### src/design/rtc_cal_pkg.sv
// constants for the periodic counter correction block
package rtc_cal_pkg;

  // ------------------------------------------------------------
  // register map
  // ------------------------------------------------------------
  localparam logic [7:0] ADDR_FRACTION = 8'h00; // tenths/hundredths
  localparam logic [7:0] ADDR_HALT     = 8'h01; // oscillator halt
  localparam logic [7:0] ADDR_DIGCAL   = 8'h08; // digital_calibration
  localparam logic [7:0] ADDR_CALSTAT  = 8'h20; // correction status

  localparam int MAG_LSB   = 0; // cal_magnitude low bit
  localparam int MAG_W     = 5; // cal_magnitude width
  localparam int SIGN_BIT  = 5; // cal_sign
  localparam int FT_BIT    = 6; // freq_test_select
  localparam int OUT_BIT   = 7; // output level
  localparam int HALT_BIT  = 7; // osc_halt in ADDR_HALT
  localparam int ACT_BIT   = 6; // correction active, status

  localparam logic [7:0] DIGCAL_RESET = 8'h00;
  localparam logic       HALT_RESET   = 1'b0;

  // ------------------------------------------------------------
  // divider chain
  // ------------------------------------------------------------
  localparam int OSC_HZ      = 32768;
  localparam int STAGE_HZ    = 512;
  localparam int PRE_DIV     = OSC_HZ / STAGE_HZ; // 64
  localparam int PRE_W       = 6;
  localparam logic [9:0] PULSES_PER_SEC = 10'd100;
  localparam logic [9:0] PER_NORMAL     = 10'd512;
  localparam logic [9:0] PER_FAST       = 10'd511;
  localparam logic [9:0] PER_SLOW       = 10'd513;
  localparam logic [6:0] HUND_LAST      = 7'd99;

  // ------------------------------------------------------------
  // correction cycle
  // ------------------------------------------------------------
  localparam int SEC_PER_MIN = 60;
  localparam int CYC_POS_MIN = 8;
  localparam int CYC_NEG_MIN = 16;
  localparam logic [9:0] CYC_POS_LAST =
    10'(CYC_POS_MIN * SEC_PER_MIN - 1);
  localparam logic [9:0] CYC_NEG_LAST =
    10'(CYC_NEG_MIN * SEC_PER_MIN - 1);

endpackage

### src/design/rtc_digital_calibration.sv
// periodic counter correction of the hundredths clock input
`timescale 1ns/100ps
`default_nettype none

module rtc_digital_calibration (
  input  wire logic       ref_clk,
  input  wire logic       rst,
  input  wire logic       oscTick,   // one pulse per osc cycle
  input  wire logic [7:0] regAddr,
  input  wire logic [7:0] regWrData,
  input  wire logic       regWrStb,
  input  wire logic       regRdStb,
  output logic      [7:0] regRdData,
  output logic            irqTestOut, // interrupt/test pin level
  output logic            hundTick,   // corrected 100 Hz pulse
  output logic            secTick     // end of a second
);

  // ------------------------------------------------------------
  // registers
  // ------------------------------------------------------------
  logic [7:0]       digCal_ff;    // digital_calibration
  logic             oscHalt_ff;   // osc_halt
  logic [7:0]       rdData_ff;    // read data, one cycle
  logic [rtc_cal_pkg::PRE_W-1:0] pre_ff; // 32768 Hz to 512 Hz
  logic             tick512;      // 512 Hz stage pulse
  logic [9:0]       inCnt_ff;     // inputs seen this second
  logic [9:0]       acc_ff;       // pulse accumulator
  logic [9:0]       period;       // inputs per second
  logic [9:0]       accSum;       // accumulator plus step
  logic             pulseNow;     // corrected pulse due
  logic             secEnd;       // last input of a second
  logic             hund_ff;      // registered 100 Hz pulse
  logic             sec_ff;       // registered second pulse
  logic [3:0]       tenths_ff;    // bcd tenths
  logic [3:0]       hundths_ff;   // bcd hundredths
  logic [9:0]       cycSec_ff;    // second within cycle
  logic [9:0]       cycLast;      // last second of cycle
  logic             cycWrap;      // cycle completes now
  logic [4:0]       actMag_ff;    // magnitude in force
  logic             actSign_ff;   // sign in force
  logic             corrActive;   // this second is corrected
  logic             testMode;     // 512 Hz on the pin
  logic             irq_ff;       // pin level
  logic [6:0]       pulseCnt_ff;  // pulses this second, check
  logic [6:0]       oscSeen_ff;   // osc ticks since 512 Hz tick

  // ------------------------------------------------------------
  // register write port
  // ------------------------------------------------------------
  // calibration byte stored whole; the divider reads it only
  // at cycle start, so a write mid-cycle is harmless
  always_ff @(posedge ref_clk or posedge rst) begin
    if (rst) begin
      digCal_ff <= rtc_cal_pkg::DIGCAL_RESET;
    end else if (regWrStb &&
                 regAddr == rtc_cal_pkg::ADDR_DIGCAL) begin
      digCal_ff <= regWrData;
    end
  end

  // oscillator halt bit
  always_ff @(posedge ref_clk or posedge rst) begin
    if (rst) begin
      oscHalt_ff <= rtc_cal_pkg::HALT_RESET;
    end else if (regWrStb &&
                 regAddr == rtc_cal_pkg::ADDR_HALT) begin
      oscHalt_ff <= regWrData[rtc_cal_pkg::HALT_BIT];
    end
  end

  // ------------------------------------------------------------
  // register read port
  // ------------------------------------------------------------
  // data stand only in the cycle after the strobe, else zero;
  // unmapped addresses read zero
  always_ff @(posedge ref_clk or posedge rst) begin
    if (rst) begin
      rdData_ff <= 8'h00;
    end else if (regRdStb) begin
      unique case (regAddr)
        rtc_cal_pkg::ADDR_FRACTION: begin
          rdData_ff <= {tenths_ff, hundths_ff};
        end
        rtc_cal_pkg::ADDR_HALT: begin
          rdData_ff <= {oscHalt_ff, 7'h00};
        end
        rtc_cal_pkg::ADDR_DIGCAL: begin
          rdData_ff <= digCal_ff;
        end
        rtc_cal_pkg::ADDR_CALSTAT: begin
          rdData_ff <= {1'b0, corrActive, actSign_ff, actMag_ff};
        end
        default: begin
          rdData_ff <= 8'h00;
        end
      endcase
    end else begin
      rdData_ff <= 8'h00;
    end
  end

  assign regRdData = rdData_ff;

  // ------------------------------------------------------------
  // 512 Hz prescaler
  // ------------------------------------------------------------
  // runs ahead of the correction stage, so the test pin never
  // sees a stretched or shortened second
  always_ff @(posedge ref_clk or posedge rst) begin
    if (rst) begin
      pre_ff <= '0;
    end else if (oscTick && !oscHalt_ff) begin
      pre_ff <= pre_ff + 1'b1;
    end
  end

  // one pulse per 64 oscillator cycles
  assign tick512 = oscTick && !oscHalt_ff && (&pre_ff);

  // ------------------------------------------------------------
  // calibration divider
  // ------------------------------------------------------------
  // inputs per second chosen by the settings in force
  always_comb begin
    if (!corrActive) begin
      period = rtc_cal_pkg::PER_NORMAL;
    end else if (actSign_ff) begin
      period = rtc_cal_pkg::PER_FAST;
    end else begin
      period = rtc_cal_pkg::PER_SLOW;
    end
  end

  // evenly spread pulses: add 100 per input, emit on overflow;
  // the sum returns to zero exactly at the second boundary
  assign accSum   = acc_ff + rtc_cal_pkg::PULSES_PER_SEC;
  assign pulseNow = tick512 && (accSum >= period);
  assign secEnd   = tick512 && (inCnt_ff == period - 10'd1);

  // accumulator
  always_ff @(posedge ref_clk or posedge rst) begin
    if (rst) begin
      acc_ff <= '0;
    end else if (secEnd) begin
      acc_ff <= '0;
    end else if (tick512) begin
      acc_ff <= pulseNow ? accSum - period : accSum;
    end
  end

  // input count within the second
  always_ff @(posedge ref_clk or posedge rst) begin
    if (rst) begin
      inCnt_ff <= '0;
    end else if (secEnd) begin
      inCnt_ff <= '0;
    end else if (tick512) begin
      inCnt_ff <= inCnt_ff + 10'd1;
    end
  end

  // registered strobes out
  always_ff @(posedge ref_clk or posedge rst) begin
    if (rst) begin
      hund_ff <= 1'b0;
      sec_ff  <= 1'b0;
    end else begin
      hund_ff <= pulseNow;
      sec_ff  <= secEnd;
    end
  end

  assign hundTick = hund_ff;
  assign secTick  = sec_ff;

  // ------------------------------------------------------------
  // fraction-of-seconds counter
  // ------------------------------------------------------------
  // bcd tenths and hundredths counted by the corrected pulse
  always_ff @(posedge ref_clk or posedge rst) begin
    if (rst) begin
      tenths_ff  <= 4'h0;
      hundths_ff <= 4'h0;
    end else if (hund_ff) begin
      if (hundths_ff == 4'h9) begin
        hundths_ff <= 4'h0;
        tenths_ff  <= (tenths_ff == 4'h9) ? 4'h0 : tenths_ff + 4'h1;
      end else begin
        hundths_ff <= hundths_ff + 4'h1;
      end
    end
  end

  // ------------------------------------------------------------
  // correction cycle
  // ------------------------------------------------------------
  // 480 s or 960 s; each corrected second moves 1/512 s, which
  // gives the per-step ppm figure of the sign
  assign cycLast = actSign_ff ? rtc_cal_pkg::CYC_POS_LAST
                              : rtc_cal_pkg::CYC_NEG_LAST;
  assign cycWrap = secEnd && (cycSec_ff == cycLast);

  // first N seconds of the cycle; zero never corrects
  assign corrActive = (actMag_ff != 5'd0) &&
                      (cycSec_ff < {5'd0, actMag_ff});

  // second counter within the cycle
  always_ff @(posedge ref_clk or posedge rst) begin
    if (rst) begin
      cycSec_ff <= '0;
    end else if (cycWrap) begin
      cycSec_ff <= '0;
    end else if (secEnd) begin
      cycSec_ff <= cycSec_ff + 10'd1;
    end
  end

  // settings copied only when a cycle ends; software should
  // still wait a full cycle between changes
  always_ff @(posedge ref_clk or posedge rst) begin
    if (rst) begin
      actMag_ff  <= '0;
      actSign_ff <= 1'b0;
    end else if (cycWrap) begin
      actMag_ff  <= digCal_ff[rtc_cal_pkg::MAG_LSB +:
                              rtc_cal_pkg::MAG_W];
      actSign_ff <= digCal_ff[rtc_cal_pkg::SIGN_BIT];
    end
  end

  // ------------------------------------------------------------
  // interrupt/test pin
  // ------------------------------------------------------------
  // taken from the raw prescaler, never the corrected divider
  assign testMode = digCal_ff[rtc_cal_pkg::FT_BIT] &&
                    digCal_ff[rtc_cal_pkg::OUT_BIT] && !oscHalt_ff;

  always_ff @(posedge ref_clk or posedge rst) begin
    if (rst) begin
      irq_ff <= 1'b0;
    end else if (testMode) begin
      irq_ff <= pre_ff[rtc_cal_pkg::PRE_W-1];
    end else begin
      irq_ff <= digCal_ff[rtc_cal_pkg::OUT_BIT];
    end
  end

  assign irqTestOut = irq_ff;

  // ------------------------------------------------------------
  // checking helpers
  // ------------------------------------------------------------
  // pulses emitted so far in the current second
  always_ff @(posedge ref_clk or posedge rst) begin
    if (rst) begin
      pulseCnt_ff <= '0;
    end else if (secEnd) begin
      pulseCnt_ff <= '0;
    end else if (pulseNow) begin
      pulseCnt_ff <= pulseCnt_ff + 7'd1;
    end
  end

  // oscillator ticks seen since the last 512 Hz tick; kept apart
  // from the prescaler so the stage check is not circular
  always_ff @(posedge ref_clk or posedge rst) begin
    if (rst) begin
      oscSeen_ff <= '0;
    end else if (tick512) begin
      oscSeen_ff <= '0;
    end else if (oscTick && !oscHalt_ff) begin
      oscSeen_ff <= oscSeen_ff + 7'd1;
    end
  end

  // ------------------------------------------------------------
  // assertions
  // ------------------------------------------------------------
  a_stage_rate:
  assert property (@(posedge ref_clk) disable iff (rst)
    tick512 |-> oscTick && !oscHalt_ff && (oscSeen_ff == 7'd63))
    else $error("512 Hz stage not every 64 osc ticks");

  a_hundred_per_sec:
  assert property (@(posedge ref_clk) disable iff (rst)
    secEnd |-> (pulseCnt_ff + {6'd0, pulseNow}) == 7'd100)
    else $error("second did not hold 100 pulses");

  a_normal_ratio:
  assert property (@(posedge ref_clk) disable iff (rst)
    (secEnd && actMag_ff == 5'd0) |-> inCnt_ff == 10'd511)
    else $error("zero magnitude altered the ratio");

  a_fast_ratio:
  assert property (@(posedge ref_clk) disable iff (rst)
    (secEnd && corrActive && actSign_ff) |-> inCnt_ff == 10'd510)
    else $error("positive second not 511 inputs");

  a_slow_ratio:
  assert property (@(posedge ref_clk) disable iff (rst)
    (secEnd && corrActive && !actSign_ff) |-> inCnt_ff == 10'd512)
    else $error("negative second not 513 inputs");

  a_first_seconds:
  assert property (@(posedge ref_clk) disable iff (rst)
    corrActive |-> cycSec_ff < {5'd0, actMag_ff})
    else $error("correction outside first seconds");

  a_cycle_length:
  assert property (@(posedge ref_clk) disable iff (rst)
    cycSec_ff <= (actSign_ff ? 10'd479 : 10'd959))
    else $error("cycle longer than its length");

  a_hund_count:
  assert property (@(posedge ref_clk) disable iff (rst)
    (hund_ff && hundths_ff != 4'h9) |=>
      hundths_ff == $past(hundths_ff) + 4'h1)
    else $error("hundredths did not advance");

  a_load_at_wrap:
  assert property (@(posedge ref_clk) disable iff (rst)
    ($changed(actMag_ff) || $changed(actSign_ff)) |-> $past(cycWrap))
    else $error("settings changed inside a cycle");

  a_test_pin:
  assert property (@(posedge ref_clk) disable iff (rst)
    $past(testMode) |-> irqTestOut == $past(pre_ff[5]))
    else $error("test pin not following 512 Hz stage");

endmodule

`default_nettype wire

### config.mk
export PLATFORM = sky130hd
export DESIGN_NAME = rtc_digital_calibration
export DESIGN_NICKNAME = d
export VERILOG_FILES = /design/src/design/rtc_cal_pkg.sv /design/src/design/rtc_digital_calibration.sv
export SDC_FILE = /design/constraint.sdc
export NUM_CORES = 1
export LEC_CHECK = 0
export BUFFER_PORTS_ARGS = -buffer_cell sky130_fd_sc_hd__buf_2
export CAP_MARGIN = 20
export CORE_MARGIN = 3
export CORE_UTILIZATION = 65
export DETAILED_ROUTE_END_ITERATION = 6
export PLACE_DENSITY = 0.9
export SYNTH_ARGS = -nofsm -noshare
export SYNTH_HDL_FRONTEND = slang
export SYNTH_SLANG_ARGS = --single-unit
### constraint.sdc
create_clock -name ref_clk -period 8.83 [get_ports ref_clk]
set_input_delay 2.649 -clock ref_clk [delete_from_list [all_inputs] [get_ports ref_clk]]
set_output_delay 2.649 -clock ref_clk [all_outputs]
set_load 0.01 [all_outputs]
==> report_table.html, run 1 <==
<table>
<tr><th>Metric</th><th>Value</th></tr>
<tr><th colspan="2">Outcome</th></tr>
<tr><td>Status</td><td>completed</td></tr>
<tr><th colspan="2">STA</th></tr>
<tr><td>Unrepaired setup endpoints after global routing</td><td>false</td></tr>
<tr><td>Fmax achieved</td><td>215.2 MHz</td></tr>
<tr><td>Final period demand of the worst path</td><td>4.647 ns</td></tr>
<tr><td>Count of endpoints failing hold in the final timing report</td><td>0</td></tr>
<tr><td>Final critical-path setup slack</td><td>4.183 ns</td></tr>
<tr><td>Final setup vio count</td><td>0</td></tr>
<tr><td>Total Neg Setup Slack</td><td>0 ns</td></tr>
<tr><td>Total count of max-transition violations in the final report</td><td>0</td></tr>
<tr><td>Slew margin rel.</td><td>39.48%</td></tr>
<tr><td>Actual slew at the worst max-slew pin</td><td>0.9009 ns</td></tr>
<tr><td>Worst setup skew after layout</td><td>0.008156 ns</td></tr>
<tr><td>Worst hold-check slack</td><td>0.5059 ns</td></tr>
<tr><td>Final cycle utilization of the critical path</td><td>52.63%</td></tr>
<tr><th colspan="2">Logic synthesis</th></tr>
<tr><td>Number of warnings printed during yosys synthesis</td><td>0</td></tr>
<tr><td>Register bit total from synthesis</td><td>70</td></tr>
<tr><td>Fraction of registers with async set/reset</td><td>100.0%</td></tr>
<tr><td>Portion of synthesized cell area occupied by the leading cell type</td><td>43.74%</td></tr>
<tr><td>Number of enable-type register cells in the synthesized netlist</td><td>0</td></tr>
<tr><td>Register area share after synthesis</td><td>43.74%</td></tr>
<tr><td>Leading area contributor after synthesis</td><td>dfrtp_1</td></tr>
<tr><td>Area contributors post-synth</td><td>dfrtp_1 (44%), ha_1 (5.6%), nor2_1 (3.7%)</td></tr>
<tr><td>Number of unique standard cell types used by synthesis</td><td>59</td></tr>
<tr><td>Most instantiated library cell after synthesis</td><td>dfrtp_1</td></tr>
<tr><td>Average cell area after synthesis</td><td>9.988 sq um</td></tr>
<tr><td>Netlist area before placement</td><td>4005 sq um</td></tr>
<tr><td>Post-synth top cells</td><td>dfrtp_1 (70), nor2_1 (40), nand2_1 (36)</td></tr>
<tr><td>Syn Nets</td><td>441</td></tr>
<tr><td>Dominant synthesized flop cell</td><td>dfrtp_1</td></tr>
<tr><td>Cell count after synthesis</td><td>401</td></tr>
<tr><th colspan="2">Finish</th></tr>
<tr><td>Layout net count</td><td>478</td></tr>
<tr><td>Layout area overhead</td><td>10.53%</td></tr>
<tr><td>End-of-flow core utilization</td><td>77.08%</td></tr>
<tr><td>Final Instance Area</td><td>4427 sq um</td></tr>
<tr><td>Number of diodes added for antenna fixing</td><td>0</td></tr>
<tr><td>Layout cells sized above 1</td><td>17.16%</td></tr>
<tr><td>Filler-free cell count of the finished design</td><td>515</td></tr>
<tr><th colspan="2">Setup path</th></tr>
<tr><td>Endpoint required time on the critical path</td><td>9.08 ns</td></tr>
<tr><td>Depth of the worst register-to-register path</td><td>14</td></tr>
<tr><td>Startpoint Class</td><td>primary input</td></tr>
<tr><td>CP Data Arrival Time</td><td>4.90 ns</td></tr>
<tr><td>Highest-delay cell along the critical path</td><td>nor3_1</td></tr>
<tr><td>Logic depth of the worst path, buffers included</td><td>7</td></tr>
<tr><td>Category of the worst setup path capture point</td><td>register</td></tr>
<tr><td>Critical path cell sequence</td><td>buf_2 -&gt; nand3b_1 -&gt; nor3_1 -&gt; and3_1 -&gt; mux2i_2 -&gt; nand2b_1 -&gt; mux2_4</td></tr>
<tr><td>Top Family by Delay on Critical Path</td><td>simple AND/OR/NAND/NOR gates</td></tr>
<tr><td>Startpoint-to-endpoint class of the critical path</td><td>in -&gt; reg</td></tr>
<tr><td>Buffers and inverters on the worst path</td><td>1</td></tr>
<tr><td>Slowest cell delay on critical path</td><td>0.73 ns</td></tr>
<tr><td>Crit path max fanout</td><td>14</td></tr>
<tr><th colspan="2">Power</th></tr>
<tr><td>Power density of the placed cells</td><td>187.2 nW/um^2</td></tr>
<tr><td>Internal power summed over all cells</td><td>0.5621 mW</td></tr>
<tr><td>Peak VDD IR</td><td>136.3 uV</td></tr>
<tr><td>Part of the power in combinational logic</td><td>23.8%</td></tr>
<tr><td>Final Total Pwr</td><td>0.8286 mW</td></tr>
<tr><td>Net Sw Power</td><td>0.2664 mW</td></tr>
<tr><td>Proportion of power drawn by flip-flops and latches</td><td>44.7%</td></tr>
<tr><td>Clock Power Share</td><td>31.5%</td></tr>
<tr><td>Leakage component of the power</td><td>2.051 nW</td></tr>
<tr><td>Switching share of power</td><td>32.16%</td></tr>
<tr><th colspan="2">Job</th></tr>
<tr><td>Number of maximum-capacitance violations</td><td>0</td></tr>
<tr><th colspan="2">CTS</th></tr>
<tr><td>Clock tree sinks</td><td>70</td></tr>
<tr><td>CTS Buf Count</td><td>9</td></tr>
<tr><td>Post-CTS clock slew at the launch and capture registers of the worst setup and hold paths</td><td>0.07 ns</td></tr>
<tr><td>Number of hold-repair buffers added at the cts stage</td><td>0</td></tr>
<tr><td>Resized Gates After CTS</td><td>0</td></tr>
<tr><td>TritonCTS clock tree</td><td>done</td></tr>
<tr><td>Clock latency on the worst-skew pair</td><td>0.36 ns</td></tr>
<tr><td>Clock tree root driver cell</td><td>clkbuf_8</td></tr>
<tr><td>CTS Buffer Depth</td><td>2</td></tr>
<tr><td>Maximum level of the CTS H-tree</td><td>3</td></tr>
<tr><td>Post-CTS setup buffer count</td><td>0</td></tr>
<tr><th colspan="2">Die</th></tr>
<tr><td>Full die area</td><td>7139 sq um</td></tr>
<tr><td>Io pins</td><td>32</td></tr>
<tr><td>Height of the die</td><td>84.50 microns</td></tr>
<tr><td>Number of placement rows</td><td>27</td></tr>
<tr><td>Width of the die</td><td>84.50 microns</td></tr>
<tr><td>Floorplan Core Area</td><td>5743 sq um</td></tr>
<tr><td>Initial cell density of the core</td><td>69.74%</td></tr>
<tr><th colspan="2">Place</th></tr>
<tr><td>Area of placed instances</td><td>4230 sq um</td></tr>
<tr><td>Post-placement cell count</td><td>499</td></tr>
<tr><td>Final GP Congestion</td><td>0.8525</td></tr>
<tr><td>Hpwl dp</td><td>6033 microns</td></tr>
<tr><td>Worst-case setup slack after placement</td><td>3.839 ns</td></tr>
<tr><td>Count of input and output buffers</td><td>31</td></tr>
<tr><th colspan="2">Routing</th></tr>
<tr><td>1st-pass router iterations</td><td>5</td></tr>
<tr><td>Total detailed-routing wirelength</td><td>8712 microns</td></tr>
<tr><td>Iteration-0 DRC count of the detailed router</td><td>341</td></tr>
<tr><td>DRC violation count after routing</td><td>0</td></tr>
<tr><td>Via count normalized by instance count</td><td>6.229</td></tr>
<tr><td>DR WL/cell</td><td>16.92 microns</td></tr>
<tr><td>Post-detailed-route count of antenna-violating nets</td><td>0</td></tr>
<tr><td>Via count</td><td>3208</td></tr>
<tr><th colspan="2">GRT</th></tr>
<tr><td>GRT Residual Overflow</td><td>0</td></tr>
<tr><td>GRT Util Overall</td><td>26.67%</td></tr>
<tr><td>Number of antenna violations at the first check in global routing</td><td>0</td></tr>
<tr><td>Global-route wire length before repair</td><td>15350 microns</td></tr>
<tr><td>Pin count of the biggest net entering global routing</td><td>71</td></tr>
<tr><td>Number of global-route vias before repair</td><td>3300</td></tr>
<tr><th colspan="2">Hold path</th></tr>
<tr><td>Worst hold-check path type</td><td>reg -&gt; reg</td></tr>
<tr><td>Number of instances on the worst hold path</td><td>1</td></tr>
</table>
==> final timing paths <==
path | startpoint | to | slack, ns
setup / recovery | oscTick | actMag_ff[4]$_DFFE_PP0N_ | 4.18
hold / removal | pre_ff[2]$_DFFE_PP0P_ | pre_ff[2]$_DFFE_PP0P_ | 0.51
setup reg to reg | actMag_ff[1]$_DFFE_PP0N_ | acc_ff[0]$_DFFE_PP0P_ | 4.67
hold reg to reg | pre_ff[2]$_DFFE_PP0P_ | pre_ff[2]$_DFFE_PP0P_ | 0.51
max in group asynchronous | rst | acc_ff[3]$_DFFE_PP0P_ | 5.71
min in group asynchronous | rst | pre_ff[5]$_DFFE_PP0P_ | 2.52
==> logic make-up after synthesis <==
logic type / share of synthesized area (%)
and+or+nand+nor: 20.74
buffers and inverters: 2.280
muxes: 7.935
AOI/OAI and AO/OA: 12.62
DFF: 43.74
xor gates and xnor gates: 6.560
adders and majority gates: 6.123
==> state kept, by name (all words and copies together) (netlist names), 5 cells and up <==
register and flops:
inCnt_ff 10, regRdData 8, digCal_ff 8, pre_ff 6
actMag_ff 5, cycSec_ff 10, acc_ff 10
==> area by class of cell <==
type	instances	area [sq um]
Multi-Input combinational cell	309	2162
Sequential cell	70	1752
Fill cell	367	1316
Timing Repair Buffer	33	170.2
Clock buffer	9	123.9
Tap cell	72	90.09
Clock inverter	7	72.57
Inverter	15	56.30
==> cell usage in the layout, fill, tap and decap left out, types with 5 or more instances in the layout <==
cell type	count
dfrtp_1	70
nor2_1	40
nand2_1	36
buf_2	31
o21ai_0	22
ha_1	18
xor2_1	16
inv_1	14
xnor2_1	14
nor2b_1	14
nor3_1	12
nand3_1	12
mux2i_1	9
mux2_2	9
clkbuf_8	9
a21oi_1	8
a222oi_1	7
nand4_1	6
mux2_4	6
and3_1	5
nor3b_1	5
a31oi_1	5
nand2b_1	5
o31ai_1	5
==> power groups by stage <==
stage	registers [mW]	clock network [mW]	logic [mW]
floorplan	0.369	0	0.154
global placement	0.374	0	0.187
detailed placement	0.375	0	0.195
CTS	0.369	0.264	0.197
global route	0.373	0.276	0.224
finish	0.370	0.261	0.197
==> per-layer routing <==
layer,global-route usage [%],vias to the layer above,share of wire [%]
li1,-,1521,-
met1,32.63,1567,41
met2,46.41,103,50
met3,6.183,17,6.0
met4,8.921,0,2.1
met5,0,-,0
Note: power is estimated with default switching activity, not from simulation.
==> run 2: changes to the inputs <==
--- a/config.mk
+++ b/config.mk
@@ -8,9 +8,9 @@
 export BUFFER_PORTS_ARGS = -buffer_cell sky130_fd_sc_hd__buf_2
 export CAP_MARGIN = 20
 export CORE_MARGIN = 3
-export CORE_UTILIZATION = 65
+export CORE_UTILIZATION = 60
 export DETAILED_ROUTE_END_ITERATION = 6
-export PLACE_DENSITY = 0.9
+export PLACE_DENSITY = 0.85
 export SYNTH_ARGS = -nofsm -noshare
 export SYNTH_HDL_FRONTEND = slang
 export SYNTH_SLANG_ARGS = --single-unit
==> constraint.sdc (replaced) <==
create_clock -name ref_clk -period 4.7 [get_ports ref_clk]
set_input_delay 1.41 -clock ref_clk [delete_from_list [all_inputs] [get_ports ref_clk]]
set_output_delay 1.41 -clock ref_clk [all_outputs]
set_load 0.01 [all_outputs]
==> run 2 against run 1 <==
Net effect:
- flip-flop and latch count stayed put
- sequential power is 88% higher
- core utilization is 7.6 points lower
- first-iteration DRC count is 54% lower
- largest power group unchanged
- register-to-register slack worse by 4.0 ns
- design area is 0.73% higher
- clock skew is 0.0015 ns higher
- critical path depth is 7 higher
- power is 90% higher
- non-clock buffer count is 3 higher
==> report_table.html, run 2 (synthesis gave the netlist of run 1 again) <==
<table>
<tr><th>Metric</th><th>Value</th></tr>
<tr><th colspan="2">Setup path</th></tr>
<tr><td>Worst R2R Start</td><td>actMag_ff[1]$_DFFE_PP0N_</td></tr>
<tr><td>Crit path max fanout</td><td>12</td></tr>
<tr><td>Endpoint required time on the critical path</td><td>4.97 ns</td></tr>
<tr><td>Category of the worst setup path capture point</td><td>register</td></tr>
<tr><td>Startpoint of the most critical setup path</td><td>actMag_ff[1]$_DFFE_PP0N_</td></tr>
<tr><td>Startpoint Class</td><td>register</td></tr>
<tr><td>Startpoint-to-endpoint class of the critical path</td><td>reg -&gt; reg</td></tr>
<tr><td>CP Data Arrival Time</td><td>4.29 ns</td></tr>
<tr><th colspan="2">Routing</th></tr>
<tr><td>DR WL/cell</td><td>16.75 microns</td></tr>
<tr><td>Via count</td><td>3251</td></tr>
<tr><td>Post-detailed-route count of antenna-violating nets</td><td>0</td></tr>
<tr><td>1st-pass router iterations</td><td>7</td></tr>
<tr><td>Total detailed-routing wirelength</td><td>8760 microns</td></tr>
<tr><td>Via count normalized by instance count</td><td>6.216</td></tr>
<tr><td>Iteration-0 DRC count of the detailed router</td><td>157</td></tr>
<tr><td>DRC violation count after routing</td><td>0</td></tr>
<tr><th colspan="2">Finish</th></tr>
<tr><td>Most common cell after layout, fill and taps aside</td><td>dfrtp_1</td></tr>
<tr><td>Number of diodes added for antenna fixing</td><td>0</td></tr>
<tr><td>Biggest registers after layout</td><td>acc_ff: 10 flops, cycSec_ff: 10 flops, inCnt_ff: 10 flops</td></tr>
<tr><td>Layout cells sized above 1</td><td>17.49%</td></tr>
<tr><td>Most used cells in the layout excluding fill and tap cells</td><td>dfrtp_1 (70), nor2_1 (40), nand2_1 (36)</td></tr>
<tr><td>End-of-flow core utilization</td><td>69.43%</td></tr>
<tr><td>Layout area overhead</td><td>11.34%</td></tr>
<tr><td>Layout net count</td><td>481</td></tr>
<tr><th colspan="2">STA</th></tr>
<tr><td>Final period demand of the worst path</td><td>4.017 ns</td></tr>
<tr><td>Unrepaired setup endpoints after global routing</td><td>false</td></tr>
<tr><td>Final cycle utilization of the critical path</td><td>85.48%</td></tr>
<tr><td>Slew margin rel.</td><td>36.80%</td></tr>
<tr><td>Total count of max-transition violations in the final report</td><td>0</td></tr>
<tr><td>Fmax achieved</td><td>248.9 MHz</td></tr>
<tr><td>Count of endpoints failing hold in the final timing report</td><td>0</td></tr>
<tr><td>Final setup vio count</td><td>0</td></tr>
<tr><td>Actual slew at the worst max-slew pin</td><td>0.9467 ns</td></tr>
<tr><td>Worst setup skew after layout</td><td>0.009682 ns</td></tr>
<tr><td>Total Neg Setup Slack</td><td>0 ns</td></tr>
<tr><th colspan="2">CTS</th></tr>
<tr><td>Post-CTS clock slew at the launch and capture registers of the worst setup and hold paths</td><td>0.08 ns</td></tr>
<tr><td>TritonCTS clock tree</td><td>done</td></tr>
<tr><td>Resized Gates After CTS</td><td>0</td></tr>
<tr><td>Clock tree root driver cell</td><td>clkbuf_8</td></tr>
<tr><td>Maximum level of the CTS H-tree</td><td>3</td></tr>
<tr><td>Number of hold-repair buffers added at the cts stage</td><td>0</td></tr>
<tr><td>Clock tree sinks</td><td>70</td></tr>
<tr><td>CTS Buf Count</td><td>9</td></tr>
<tr><td>Post-CTS setup buffer count</td><td>0</td></tr>
<tr><td>CTS Buffer Depth</td><td>2</td></tr>
<tr><td>Clock latency on the worst-skew pair</td><td>0.35 ns</td></tr>
<tr><th colspan="2">GRT</th></tr>
<tr><td>GRT Util Overall</td><td>24.39%</td></tr>
<tr><td>Global-route wire length before repair</td><td>14550 microns</td></tr>
<tr><td>Number of global-route vias before repair</td><td>3169</td></tr>
<tr><td>Pin count of the biggest net entering global routing</td><td>46</td></tr>
<tr><td>Number of antenna violations at the first check in global routing</td><td>0</td></tr>
<tr><td>GRT Residual Overflow</td><td>0</td></tr>
<tr><th colspan="2">Die</th></tr>
<tr><td>Io pins</td><td>32</td></tr>
<tr><td>Floorplan Core Area</td><td>6422 sq um</td></tr>
<tr><td>Full die area</td><td>7691 sq um</td></tr>
<tr><td>Number of placement rows</td><td>29</td></tr>
<tr><td>Width of the die</td><td>87.70 microns</td></tr>
<tr><td>Initial cell density of the core</td><td>62.36%</td></tr>
<tr><td>Height of the die</td><td>87.70 microns</td></tr>
<tr><th colspan="2">Place</th></tr>
<tr><td>Final GP Congestion</td><td>0.8436</td></tr>
<tr><td>Hpwl dp</td><td>6278 microns</td></tr>
<tr><td>Count of input and output buffers</td><td>31</td></tr>
<tr><th colspan="2">Hold path</th></tr>
<tr><td>Beginning of the worst hold path</td><td>digCal_ff[6]$_DFFE_PP0P_</td></tr>
<tr><td>Worst hold-check path type</td><td>reg -&gt; reg</td></tr>
<tr><th colspan="2">Power</th></tr>
<tr><td>Power density of the placed cells</td><td>352.3 nW/um^2</td></tr>
<tr><td>Leakage component of the power</td><td>2.065 nW</td></tr>
<tr><td>Peak VDD IR</td><td>219.8 uV</td></tr>
<tr><th colspan="2">Outcome</th></tr>
<tr><td>Status</td><td>completed</td></tr>
<tr><th colspan="2">Job</th></tr>
<tr><td>Number of maximum-capacitance violations</td><td>0</td></tr>
</table>
run 2: changes by cell type in the layout (fill, tap and decap cells not counted), sizes merged:
| cell | delta |
|---|---|
| buf | +3 |
| clkbuf | +2 |
| inv | -1 |
| clkinv | -1 |
run 2: path summary, 6_finish.rpt:
kind / endpoint / slack, ns / cells after the start
min in group asynchronous: pre_ff[0]$_DFFE_PP0P_ / 1.27 / 2
worst max register to register: acc_ff[0]$_DFFE_PP0P_ / 0.68 / 14
worst max-delay path: acc_ff[0]$_DFFE_PP0P_ / 0.68 / 14
worst min register to register: irqTestOut$_DFF_PP0_ / 0.49 / 1
max in group asynchronous: regRdData[0]$_DFF_PP0_ / 2.67 / 3
worst min-delay path: irqTestOut$_DFF_PP0_ / 0.49 / 1
run 2: report_power, final:
group | leakage, nW | total, mW | internal, mW | switching (mW)
Clock | 0.0955 | 0.494 | 0.260 | 0.234
Sequential | 0.954 | 0.696 | 0.646 | 0.0503
Combinational | 1.02 | 0.381 | 0.165 | 0.215
run 2: final cells by class:
class	instances	area [sq um]
clock buffer	11	141.4
clock inverter	5	58.81
fill	452	1963
inverter	15	56.30
multi-input combinational	309	2162
sequential	70	1752
tap	77	96.34
timing repair buffer	36	192.7
run 2: critical path: stages (launching register included):
cell,delay [ns]
dfrtp_1,0.40
inv_1,0.06
ha_1,0.27
o21ai_0,0.16
o21ai_0,0.13
a21oi_2,0.50
nand2_1,0.41
ha_1,0.54
and3_1,0.24
o21ai_0,0.11
a31oi_1,0.17
buf_4,0.22
and2_0,0.27
mux2_2,0.36
nor2_1,0.09
run 2: through the flow:
stage / area, sq um / worst slack, ns / hold WS, ns / total power, mW / std cells
final: 4459 / 0.6826 / 0.4936 / 1.571 / 523
after global routing: 4459 / 0.3522 / 0.5217 / 1.650 / 523
after CTS: 4459 / 0.6903 / 0.4944 / 1.573 / 523
after detailed placement: 4259 / 0.7742 / 0.4854 / 1.079 / 507
after global placement: 4259 / 0.9264 / 0.4822 / 1.059 / 507
after floorplan: 4005 / 1.315 / 0.4483 / 0.9816 / 401
run 2: routing by layer:
layer | vias up | wire (microns) | global-route usage, %
li1 | 1532 | - | -
met1 | 1587 | 3705 | 30.38
met2 | 116 | 4411 | 41.58
met3 | 16 | 455 | 4.798
met4 | 0 | 188 | 9.902
met5 | - | 0 | 0
